**src/crpc_pkg.sv**
```systemverilog
// crpc_pkg: constants for the clock, reset and power-down controller
// assumes: included before crpc_top and crpc_sync; 100 MHz aclk
package crpc_pkg;
  // register byte addresses (printed offsets are multiples of four)
  localparam logic [7:0] ADDR_CLK_CTRL   = 8'hD4;
  localparam logic [7:0] ADDR_BT_CTRL    = 8'hDC;
  localparam logic [7:0] ADDR_STOP_UNLK  = 8'hF4;
  localparam logic [7:0] ADDR_OPTION     = 8'h80; // option bytes, read only
  localparam logic [7:0] ADDR_CPU_CMD    = 8'h84; // opcode issue port
  localparam logic [7:0] ADDR_STATUS     = 8'h88;
  // system_clock_control fields
  localparam int         CLK_WAKE_BIT    = 7;
  localparam int         CLK_DIV_HI      = 4;
  localparam int         CLK_DIV_LO      = 3;
  localparam logic [7:0] CLK_CTRL_RESET  = 8'h80;
  localparam logic [7:0] CLK_CTRL_MASK   = 8'h98;
  // divider codes
  localparam logic [1:0] DIV_16          = 2'h0;
  localparam logic [1:0] DIV_8           = 2'h1;
  localparam logic [1:0] DIV_2           = 2'h2;
  localparam logic [1:0] DIV_1           = 2'h3;
  // basic timer control
  localparam logic [3:0] WDT_OFF_KEY     = 4'hA;
  localparam logic [7:0] BT_CTRL_RESET   = 8'h00;
  // stop unlock key and opcodes
  localparam logic [7:0] STOP_KEY        = 8'hA5;
  localparam logic [7:0] OP_STOP         = 8'h7F;
  localparam logic [7:0] OP_IDLE         = 8'h6F;
  // oscillator source option
  localparam logic [1:0] SRC_INT_RC_FAST = 2'h0;
  localparam logic [1:0] SRC_INT_RC_SLOW = 2'h1;
  localparam logic [1:0] SRC_EXT_RC      = 2'h2;
  localparam logic [1:0] SRC_XTAL        = 2'h3;
  localparam int         RESET_VEC       = 16'h0100;
  // power states
  typedef enum logic [1:0] {CRPC_RUN, CRPC_IDLE, CRPC_STOP, CRPC_WAKE} crpc_state_t;
endpackage

```
**src/crpc_sync.sv**
```systemverilog
// crpc_sync: two-flop synchroniser for a level
// assumes: one aclk domain, synchronous active-low reset
`timescale 1ns/100ps
module crpc_sync #(
  parameter logic RST_VAL = 1'b0
) (
  input  wire logic aclk,
  input  wire logic aresetn,
  input  wire logic d,
  output logic      q
);
  logic meta_reg;
  // first flop read only by the second
  always_ff @(posedge aclk) begin
    if (!aresetn) begin
      meta_reg <= RST_VAL;
      q        <= RST_VAL;
    end else begin
      meta_reg <= d;
      q        <= meta_reg;
    end
  end
endmodule

```
**src/crpc_top.sv**
```systemverilog
// crpc_top: clock select, cpu clock divider, stop/idle gating and reset gathering
// assumes: AXI4-Lite master on aclk; pins and option bits arrive synchronous to aclk
// Functional notes
// main clock source chosen from a two-bit non-volatile option field
// internal oscillator selected: both oscillator pins released as plain I/O
// internal RC runs at 3.2 MHz or 0.5 MHz per option
// with external oscillator, software sets oscillator pin port bits as outputs
// stop halts oscillator, CPU and peripherals; registers kept
// stop left only by reset or filtered external interrupt, if enabled
// idle gates clock to CPU only; timers and interrupt logic keep running
// idle left by reset or any enabled interrupt
// clock control register at D4H, bit 7 enables stop wake by interrupt
// bits 4:3 select CPU clock: undivided, /2, /8 or /16
// after reset, wake enabled and /16 selected
// option bit selects internal low-voltage or external pin reset
// reset from power-on, pin, watchdog or low-voltage detector
// reset pin passes input stage then synchronised before use
// external driver holds reset pin low through stabilisation time
// reset pin low loads all control registers with defaults
// watchdog overflow without refresh raises internal reset
// low voltage holds static reset until supply recovers
// writing 1010B to basic timer upper nibble disables watchdog reset
// software programs stabilisation interval before stop; used on wake
// reset clears divider select bits to 00B, giving /16
// stop without unlock key loads reset address instead of stopping
// stop opcode decoded by CPU enters stop mode
// idle opcode decoded by CPU enters idle mode
// new divider applied only at a boundary of the slower clock
`timescale 1ns/100ps
module crpc_top #(
  parameter int WDT_BITS = 8
) (
  input  wire logic        aclk,
  input  wire logic        aresetn,
  // AXI4-Lite slave
  input  wire logic [7:0]  s_axi_awaddr,
  input  wire logic        s_axi_awvalid,
  output logic             s_axi_awready,
  input  wire logic [31:0] s_axi_wdata,
  input  wire logic [3:0]  s_axi_wstrb,
  input  wire logic        s_axi_wvalid,
  output logic             s_axi_wready,
  output logic [1:0]       s_axi_bresp,
  output logic             s_axi_bvalid,
  input  wire logic        s_axi_bready,
  input  wire logic [7:0]  s_axi_araddr,
  input  wire logic        s_axi_arvalid,
  output logic             s_axi_arready,
  output logic [31:0]      s_axi_rdata,
  output logic [1:0]       s_axi_rresp,
  output logic             s_axi_rvalid,
  input  wire logic        s_axi_rready,
  // option bytes, pins and events
  input  wire logic [1:0]  osc_src_opt,
  input  wire logic        int_reset_opt,
  input  wire logic        power_on_rst,
  input  wire logic        reset_pin_low,
  input  wire logic        low_voltage_detector,
  input  wire logic        bt_overflow,
  input  wire logic [1:0]  filtered_external_irqs,
  input  wire logic        any_enabled_irq,
  input  wire logic        bt_stable_done,
  // outputs
  output logic             osc_enable,
  output logic             osc_pins_gpio,
  output logic             int_rc_slow,
  output logic             reset_pin_gpio,
  output logic             sys_reset,
  output logic             load_reset_vec,
  output logic             bt_restart,
  output logic             cpu_clk_en,
  output logic             periph_clk_en
);
  logic [7:0] clk_ctrl_reg;
  logic [7:0] bt_ctrl_reg;
  logic [7:0] stop_unlk_reg;
  logic [1:0] div_act_reg;
  logic [3:0] div_cnt_reg;
  logic       pin_sync;
  logic       aw_done_reg, w_done_reg;
  logic [7:0] awaddr_reg;
  logic [31:0] wdata_reg;
  logic [3:0] wstrb_reg;
  logic       vec_reg;
  logic       op_wr;
  logic       sw_rst;
  logic       wdt_rst;
  crpc_pkg::crpc_state_t state_reg;

  // reset pin conditioning
  crpc_sync #(.RST_VAL(1'b1)) u_pin_sync (
    .aclk    (aclk),
    .aresetn (aresetn),
    .d       (reset_pin_low | int_reset_opt),                     // pin high means no reset
    .q       (pin_sync)
  );

  // gather reset sources
  assign wdt_rst   = bt_overflow && (bt_ctrl_reg[7:4] != crpc_pkg::WDT_OFF_KEY);
  assign sw_rst    = power_on_rst || !pin_sync || wdt_rst ||
                     (int_reset_opt && low_voltage_detector);
  assign sys_reset = sw_rst;
  assign reset_pin_gpio = int_reset_opt;

  // oscillator source handling
  assign osc_pins_gpio = (osc_src_opt == crpc_pkg::SRC_INT_RC_FAST) ||
                         (osc_src_opt == crpc_pkg::SRC_INT_RC_SLOW);
  assign int_rc_slow   = (osc_src_opt == crpc_pkg::SRC_INT_RC_SLOW);

  // AXI write channel capture, either order
  assign s_axi_awready = !aw_done_reg && !s_axi_bvalid;
  assign s_axi_wready  = !w_done_reg && !s_axi_bvalid;
  always_ff @(posedge aclk) begin
    if (!aresetn) begin
      aw_done_reg <= 1'b0;
      w_done_reg  <= 1'b0;
      awaddr_reg  <= 8'h00;
      wdata_reg   <= 32'h0000_0000;
      wstrb_reg   <= 4'h0;
      s_axi_bvalid <= 1'b0;
      s_axi_bresp  <= 2'h0;
    end else begin
      if (s_axi_awvalid && s_axi_awready) begin
        aw_done_reg <= 1'b1;
        awaddr_reg  <= s_axi_awaddr;
      end
      if (s_axi_wvalid && s_axi_wready) begin
        w_done_reg <= 1'b1;
        wdata_reg  <= s_axi_wdata;
        wstrb_reg  <= s_axi_wstrb;
      end
      if (aw_done_reg && w_done_reg) begin
        aw_done_reg  <= 1'b0;
        w_done_reg   <= 1'b0;
        s_axi_bvalid <= 1'b1;
        s_axi_bresp  <= (awaddr_reg == crpc_pkg::ADDR_CLK_CTRL  ||
                         awaddr_reg == crpc_pkg::ADDR_BT_CTRL   ||
                         awaddr_reg == crpc_pkg::ADDR_STOP_UNLK ||
                         awaddr_reg == crpc_pkg::ADDR_CPU_CMD) ? 2'h0 : 2'h2;
      end else if (s_axi_bready) begin
        s_axi_bvalid <= 1'b0;
      end
    end
  end
  assign op_wr = aw_done_reg && w_done_reg && wstrb_reg[0];

  // control registers, defaults on any reset
  always_ff @(posedge aclk) begin
    if (!aresetn || sw_rst) begin
      clk_ctrl_reg  <= crpc_pkg::CLK_CTRL_RESET;
      bt_ctrl_reg   <= crpc_pkg::BT_CTRL_RESET;
      stop_unlk_reg <= 8'h00;
    end else if (op_wr) begin
      if (awaddr_reg == crpc_pkg::ADDR_CLK_CTRL)
        clk_ctrl_reg <= wdata_reg[7:0] & crpc_pkg::CLK_CTRL_MASK;
      if (awaddr_reg == crpc_pkg::ADDR_BT_CTRL)
        bt_ctrl_reg <= wdata_reg[7:0];
      if (awaddr_reg == crpc_pkg::ADDR_STOP_UNLK)
        stop_unlk_reg <= wdata_reg[7:0];
    end
  end

  // power state machine
  always_ff @(posedge aclk) begin
    if (!aresetn || sw_rst) begin
      state_reg <= crpc_pkg::CRPC_WAKE;                              // stabilise after reset
      vec_reg   <= 1'b0;
    end else begin
      vec_reg <= 1'b0;
      case (state_reg)
        crpc_pkg::CRPC_RUN: begin
          if (op_wr && awaddr_reg == crpc_pkg::ADDR_CPU_CMD) begin
            if (wdata_reg[7:0] == crpc_pkg::OP_STOP) begin
              if (stop_unlk_reg == crpc_pkg::STOP_KEY)
                state_reg <= crpc_pkg::CRPC_STOP;
              else
                vec_reg <= 1'b1;
            end else if (wdata_reg[7:0] == crpc_pkg::OP_IDLE) begin
              state_reg <= crpc_pkg::CRPC_IDLE;
            end
          end
        end
        crpc_pkg::CRPC_IDLE: begin
          if (any_enabled_irq)
            state_reg <= crpc_pkg::CRPC_RUN;
        end
        crpc_pkg::CRPC_STOP: begin
          if (clk_ctrl_reg[crpc_pkg::CLK_WAKE_BIT] && |filtered_external_irqs)
            state_reg <= crpc_pkg::CRPC_WAKE;
        end
        crpc_pkg::CRPC_WAKE: begin
          if (bt_stable_done)
            state_reg <= crpc_pkg::CRPC_RUN;
        end
        default: state_reg <= crpc_pkg::CRPC_RUN;
      endcase
    end
  end
  assign load_reset_vec = vec_reg;
  assign osc_enable     = (state_reg != crpc_pkg::CRPC_STOP);
  assign bt_restart     = (state_reg == crpc_pkg::CRPC_STOP);

  // divider with glitch-free change at /16 boundary
  always_ff @(posedge aclk) begin
    if (!aresetn || sw_rst) begin
      div_cnt_reg <= 4'h0;
      div_act_reg <= crpc_pkg::DIV_16;
    end else if (osc_enable) begin
      div_cnt_reg <= div_cnt_reg + 4'h1;
      if (div_cnt_reg == 4'hF)
        div_act_reg <= clk_ctrl_reg[crpc_pkg::CLK_DIV_HI:crpc_pkg::CLK_DIV_LO];
    end
  end

  // cpu enable gated in idle and stop
  always_comb begin
    case (div_act_reg)
      crpc_pkg::DIV_1:  cpu_clk_en = 1'b1;
      crpc_pkg::DIV_2:  cpu_clk_en = (div_cnt_reg[0] == 1'b1);
      crpc_pkg::DIV_8:  cpu_clk_en = (div_cnt_reg[2:0] == 3'h7);
      default:          cpu_clk_en = (div_cnt_reg == 4'hF);
    endcase
    if (state_reg != crpc_pkg::CRPC_RUN)
      cpu_clk_en = 1'b0;
  end
  assign periph_clk_en = osc_enable;

  // AXI read channel
  assign s_axi_arready = !s_axi_rvalid;
  always_ff @(posedge aclk) begin
    if (!aresetn) begin
      s_axi_rvalid <= 1'b0;
      s_axi_rdata  <= 32'h0000_0000;
      s_axi_rresp  <= 2'h0;
    end else if (s_axi_arvalid && s_axi_arready) begin
      s_axi_rvalid <= 1'b1;
      s_axi_rresp  <= 2'h0;
      case (s_axi_araddr)
        crpc_pkg::ADDR_CLK_CTRL:  s_axi_rdata <= {24'h0, clk_ctrl_reg};
        crpc_pkg::ADDR_BT_CTRL:   s_axi_rdata <= {24'h0, bt_ctrl_reg};
        crpc_pkg::ADDR_STOP_UNLK: s_axi_rdata <= {24'h0, stop_unlk_reg};
        crpc_pkg::ADDR_OPTION:    s_axi_rdata <= {29'h0, int_reset_opt, osc_src_opt};
        crpc_pkg::ADDR_STATUS:    s_axi_rdata <= {28'h0, div_act_reg, state_reg};
        default: begin
          s_axi_rdata <= 32'h0000_0000;
          s_axi_rresp <= 2'h2;
        end
      endcase
    end else if (s_axi_rready) begin
      s_axi_rvalid <= 1'b0;
    end
  end
endmodule

```
**config.mk**
```make
export PLATFORM = sky130hd
export DESIGN_NAME = crpc_top
export DESIGN_NICKNAME = d
export VERILOG_FILES = /design/src/crpc_pkg.sv /design/src/crpc_sync.sv /design/src/crpc_top.sv
export SDC_FILE = /design/constraint.sdc
export NUM_CORES = 1
export LEC_CHECK = 0
export ABC_AREA = 1
export BUFFER_PORTS_ARGS = -buffer_cell sky130_fd_sc_hd__buf_2
export CELL_PAD_IN_SITES_DETAIL_PLACEMENT = 1
export CELL_PAD_IN_SITES_GLOBAL_PLACEMENT = 1
export CORE_ASPECT_RATIO = 1.4
export CORE_MARGIN = 5
export CORE_UTILIZATION = 36
export DETAILED_ROUTE_END_ITERATION = 10
export PLACE_DENSITY = 0.82
export SETUP_SLACK_MARGIN = 0.3
export SLEW_MARGIN = 20
export SYNTH_ARGS = -nofsm -noshare
export SYNTH_HDL_FRONTEND = slang
export SYNTH_HIERARCHICAL = 1
export SYNTH_SLANG_ARGS = --single-unit
```
**constraint.sdc**
```tcl
create_clock -name aclk -period 3 [get_ports aclk]
set_clock_uncertainty 0.1 [all_clocks]
set_input_delay 0.15 -clock aclk [delete_from_list [all_inputs] [get_ports aclk]]
set_output_delay 0.15 -clock aclk [all_outputs]
set_load 0.01 [all_outputs]
```
# Word-level counts from Yosys, hierarchy flattened
# Cells that the tools add are included.
[totals] mem_bits_ro=0 word_cells=111 ramBits=0 latch_bits=0 n_memories=0 out_inout_bits=50 register_bits=87
[classes] n_mux=18 reduce_logical=39 div_mod_pow=0 n_addsub=1 magnitude_cmp=0 n_eq_ne=29 multipliers=0 shift=0 n_bitwise=5
[op_table] operator="$eq A8 B8 Y1 const B" n=10
[op_table] operator="$pmux W8 S5" n=1
[op_table] operator="$mux W2" n=9
[op_table] operator="$eq A8 B7 Y1 const B" n=2
[op_table] operator="$logic_and A1 B1 Y1" n=11
[op_table] operator="$eq A2 B2 Y1 const B" n=4
[op_table] operator="$logic_or A1 B1 Y1" n=8
[op_table] operator="$ne A2 B2 Y1 const B" n=4
[op_table] operator="$pmux W2 S4" n=1
[op_table] operator="$reduce_and A2 Y1" n=4
[op_table] operator="$eq A2 B1 Y1 const B" n=3
[op_table] operator="$logic_not A1 Y1" n=6
[op_table] operator="$mux W1" n=6
[op_table] operator="$ne A3 B3 Y1 const B" n=2
[op_table] operator="$reduce_and A6 Y1" n=1
[op_table] operator="$reduce_bool A2 Y1" n=3
[op_table] operator="$reduce_or A5 Y1" n=1
[op_table] operator="$add A4 B1 Y4 const B" n=1
[op_table] operator="$eq A4 B4 Y1 const B" n=1
[op_table] operator="$logic_not A2 Y1" n=2
[op_table] operator="$ne A4 B4 Y1 const B" n=1
[op_table] operator="$not A1 Y1" n=4
[op_table] operator="$reduce_or A2 Y1" n=2
[op_table] operator="$reduce_or A4 Y1" n=1
[op_table] operator="other kinds (4)" n=4

# Longest topological paths before layout
[depth] ltp_word=6 mapped_depth=9

# Hierarchy
# The synthesis kept the hierarchy.
[by_module_without_submodules] module="crpc_top" instances=1 area_per_inst_um2=3006.6 cells_per_inst=422
[by_module_without_submodules] module="crpc_sync" instances=1 area_per_inst_um2=55.1 cells_per_inst=6

# Worst setup path after synthesis
# OpenSTA, ideal clock, no wires.
[synth_timing] kind="register -> register" start="reg state_reg[1]" end="reg state_reg[1]" slack_ps=1712 path_stages_with_launch=10 t_arrival_ps=1072 period_less_slack_ps=1288 setup_time_ps=117 path_cell_list="dfxtp_1 inv_2 nor2_4 inv_4 nor2_2 nor2_1 nand2_2 inv_1 nand3_1 nand2_1"
[synth_between] elab_chain_len=3
[synth_lines] item="start, declared" line_no="crpc_top.sv:88" text="crpc_pkg::crpc_state_t state_reg;"
[synth_lines] item="start signal, assigned" line_no="crpc_top.sv:166" text="state_reg <= crpc_pkg::CRPC_WAKE;"
[synth_lines] item="start signal, assigned" line_no="crpc_top.sv:175" text="state_reg <= crpc_pkg::CRPC_STOP;"
[synth_lines] item="start signal, assigned" line_no="crpc_top.sv:179" text="state_reg <= crpc_pkg::CRPC_IDLE;"
[synth_lines] item="$eq A2 B2 Y1 *"
[synth_lines] item="net bt_restart" line_no="crpc_top.sv:70" text="output logic bt_restart,"
[synth_lines] item="$ne A2 B1 Y1 (no source line)"
[synth_lines] item="$reduce_and A6 Y1 (no source line)"
# The timed path passes the listed nets; every way through them passes the cells marked *.
# A chain may end at the register's enable or synchronous reset.

# Worst setup path in the final report
[layout_timing] start="reg div_cnt_reg[0]" end="out cpu_clk_en"
[layout_between] elab_chain_len=3
[layout_lines] item="start, declared" line_no="crpc_top.sv:78" text="logic [3:0] div_cnt_reg;"
[layout_lines] item="start signal, assigned" line_no="crpc_top.sv:209" text="div_cnt_reg <= div_cnt_reg + 4'h1;"
[layout_lines] item="$eq A4 B4 Y1 / $eq A3 B3 Y1 (equally long branches)" line_no="crpc_top.sv:221, crpc_top.sv:220"
[layout_lines] item="$pmux W1 S3 *" line_no="crpc_top.sv:217" text="case (div_act_reg)"
[layout_lines] item="$mux W1 *" line_no="crpc_top.sv:223" text="if (state_reg != crpc_pkg::CRPC_RUN)"
[layout_lines] item="end, declared" line_no="crpc_top.sv:71" text="output logic cpu_clk_en,"
# Every way passes the cells marked *; elsewhere a longest branch is shown, timed or not.

==> impl_metrics.json <==
{
  "area_growth_pct": 22.1,
  "vias": 2945,
  "drt_iter0_drc": 111,
  "netlist_instances": 428,
  "cts_tree": "done",
  "routed_wl_mm": 8.23,
  "start_kind": "flip-flop",
  "status": "complete, no violations",
  "portBuffers": 66,
  "yosysUniqueCellTypes": 34,
  "die-area_um2": 10500,
  "period_needed_ps": 1780,
  "r2r-end": "stop_unlk_reg[6]",
  "drive_above_1_share_pct": 21.3,
  "synth-edff-count": 0,
  "dr.pass1.iters": 4,
  "antenna_found_initial": 0,
  "clock_sinks": 61,
  "grt_max_degree": 26,
  "synthesis.area_um2": 3060,
  "worstReg2RegStart": "bt_ctrl_reg[7]",
  "clockBufferDepth": 2,
  "diodes": 0,
  "ys_seq_elements": 61,
  "crit_fanout": 5,
  "leakage_uw": 0.00161,
  "path_cells": "ha_1 -> ha_1 -> o22ai_1 -> o21ai_0 -> and3_1 -> buf_2",
  "drc": 0,
  "cpMostUsedCell": "ha_1",
  "critPathBufInv": 1,
  "critical_path_class": "reg -> out",
  "htree_levels": 3,
  "finalSetupTns_ps": 0,
  "num_rows": 39,
  "ys.warnings.count": 6,
  "regToRegSetupSlack_ps": 1280,
  "nets": 576,
  "track_usage_pct": 16.2,
  "ys_seq_area_share_pct": 39.9,
  "critPathRequiredTime_ps": 2750,
  "grt_util_met3_pct": 3.59,
  "use_met2_pct": 29.7,
  "grt_pass1_wl_mm": 13.4,
  "grt_pass1_vias": 2983,
  "synthFlopType": "dfxtp_1",
  "fillCellCount": 1097,
  "async_reset_ff_share_pct": 0,
  "timing.hold.ws_ps": 9.14,
  "routedWlPerCell_um": 13.5,
  "postCtsResizedCells": 0,
  "clkLatencyLatePin_ps": 330,
  "min_to": "wdata_reg[6]",
  "antenna_left": 0,
  "r2r_cells": 6,
  "drv_slew": 0,
  "maxCapViolCount": 0,
  "cp-end-kind": "output pin",
  "cp.arrival_ps": 1530,
  "hp-start": "s_axi_wdata[6]",
  "cts_root_buf": "clkbuf_16",
  "cts_buffers": 9,
  "ir_drop_mv": 0.321,
  "critPathSlowestCell": "dfxtp_1",
  "timing.final.crit_share_pct": 59.2,
  "viasPerCell": 4.83,
  "power_per_cell_area_nw_per_um2": 551,
  "hold_depth": 3,
  "dp_slack_ps": 1370,
  "max_freq_mhz": 563,
  "final_hold_viol_count": 0,
  "overflow": 0,
  "rsz0062_at_grt": "false",
  "grt_use_met1_pct": 16.8,
  "gp_congestion": 0.805,
  "clk_pin_slew_ps": 50,
  "chipWidth_um": 87.9,
  "coreArea_um2": 8250,
  "hp-class": "in -> reg",
  "utilization_pct": 45.3,
  "grt.busiest_layer": "met2",
  "slowest_delay_ps": 350,
  "syn_avg_cell_area_um2": 7.15,
  "start_util_pct": 37.1,
  "die_y_um": 119,
  "setup_viol": 0,
  "fin_ws_ps": 1220,
  "dp_hpwl_mm": 6.26,
  "ios": 120,
  "crit_family": "adder cells",
  "cts_setup_buffers": 0
}
-- worst register-to-register path, stage by stage, from the launching register on --
cell	delay [ps]
dfxtp_1	370
nand3_1	110
o21ai_2	150
nand3_2	300
clkinv_2	280
o21ai_0	160
a21oi_1	170
-- synthesized netlist by cell type (3+ instances only) --
master    n  area (um^2)
a21oi_1  44          220
buf_2     3         15.0
buf_4    29          218
dfxtp_1  61         1220
inv_1    43          161
inv_2     3         11.3
nand2_1  69          259
nand2_2   4         25.0
nand3_1  35          175
nand3_2   3         30.0
nand4_1   6         37.5
nor2_1   44          165
nor2_2    5         31.3
nor2_4    5         56.3
o21a_1    3         22.5
o21ai_0  35          175
o21ai_1  12         60.1
-- where the power goes --
group | internal, uW | total (uW) | switching (uW)
logic | 72.8 | 198 | 126
clock network | 633 | 986 | 353
registers | 843 | 876 | 32.8
-- layout make-up --
cell class                 instances  area (um^2)  share of cell area (%)
multi-input combinational        306         1480                    39.6
sequential                        61         1220                    32.7
timing repair buffer              77          440                    11.8
clock buffer                      10          229                    6.12
inverter                          49          188                    5.02
tap                              102          128                    3.41
clock inverter                     5         52.6                    1.41
-- routing by layer --
layer,routed length [um],vias up
met5,0,-
met4,202,0
met3,440,21
met2,4440,77
met1,3140,1345
li1,-,1502
-- cells by family (layout without fill, tap and decap cells) --
family	Yosys count	count (layout)	share of synthesized area (%)
buffers and inverters	86	141	14.8
AO/OA/AOI/OAI	100	100	17.1
flip-flops	61	61	39.9
AND/OR/NAND/NOR	177	177	26.9
adder cells (fa/ha/maj)	2	2	0.817
other	1	26	0.122
XOR/XNOR	1	1	0.286
-- how the worst max path moves through the flow --
stage                               from               end  cells past startpoint
final                     div_cnt_reg[0]        cpu_clk_en                      6
after global routing      bt_ctrl_reg[7]  stop_unlk_reg[6]                      6
after CTS                 div_cnt_reg[0]        cpu_clk_en                      6
after detailed placement  bt_ctrl_reg[7]  stop_unlk_reg[2]                      6
after global placement    bt_ctrl_reg[7]  stop_unlk_reg[1]                      6
after floorplan             state_reg[1]      state_reg[1]                      9
-- stage by stage --
step	std cells	area (um^2)	total power [uW]
2_1_floorplan	453	3160	1030
3_3_place_gp	584	3350	1070
3_5_place_dp	584	3350	1080
4_1_cts	610	3740	2080
5_1_grt	610	3740	2150
6_report	610	3740	2060
-- placed cells by master (no fill, tap or decap) --
cell type / netlist / routed
clkinv_1: 1 / 1
ha_1: 2 / 2
clkinvlp_4: 0 / 1
dlygate4sd3_1: 0 / 11
nand2_2: 4 / 4
nor2_4: 5 / 5
nor3_1: 2 / 2
conb_1: 1 / 26
clkbuf_16: 0 / 9
nand3_2: 3 / 3
xor2_1: 1 / 1
nand3_1: 35 / 35
o21ai_2: 2 / 2
and3_1: 1 / 1
buf_2: 3 / 66
inv_1: 43 / 43
o22ai_1: 2 / 2
o21ai_1: 12 / 12
nand2_1: 69 / 69
a21oi_1: 44 / 44
a21oi_2: 1 / 1
dfxtp_1: 61 / 61
bufinv_16: 0 / 1
clkbuf_1: 2 / 1
o211ai_1: 1 / 1
or2_2: 2 / 2
nor2_2: 5 / 5
nor3_4: 1 / 1
nand4_1: 6 / 6
o21a_1: 3 / 3
o21ai_0: 35 / 35
inv_2: 3 / 3
nor2_1: 44 / 44
inv_4: 1 / 1
clkinv_2: 1 / 4
-- what timing repair did --
item	4_1_cts	5_1_grt
hold buffers	11	0
setup endpoints to repair	0	0
hold endpoints to repair	11	0
Note: power is estimated with default switching activity, not from simulation.
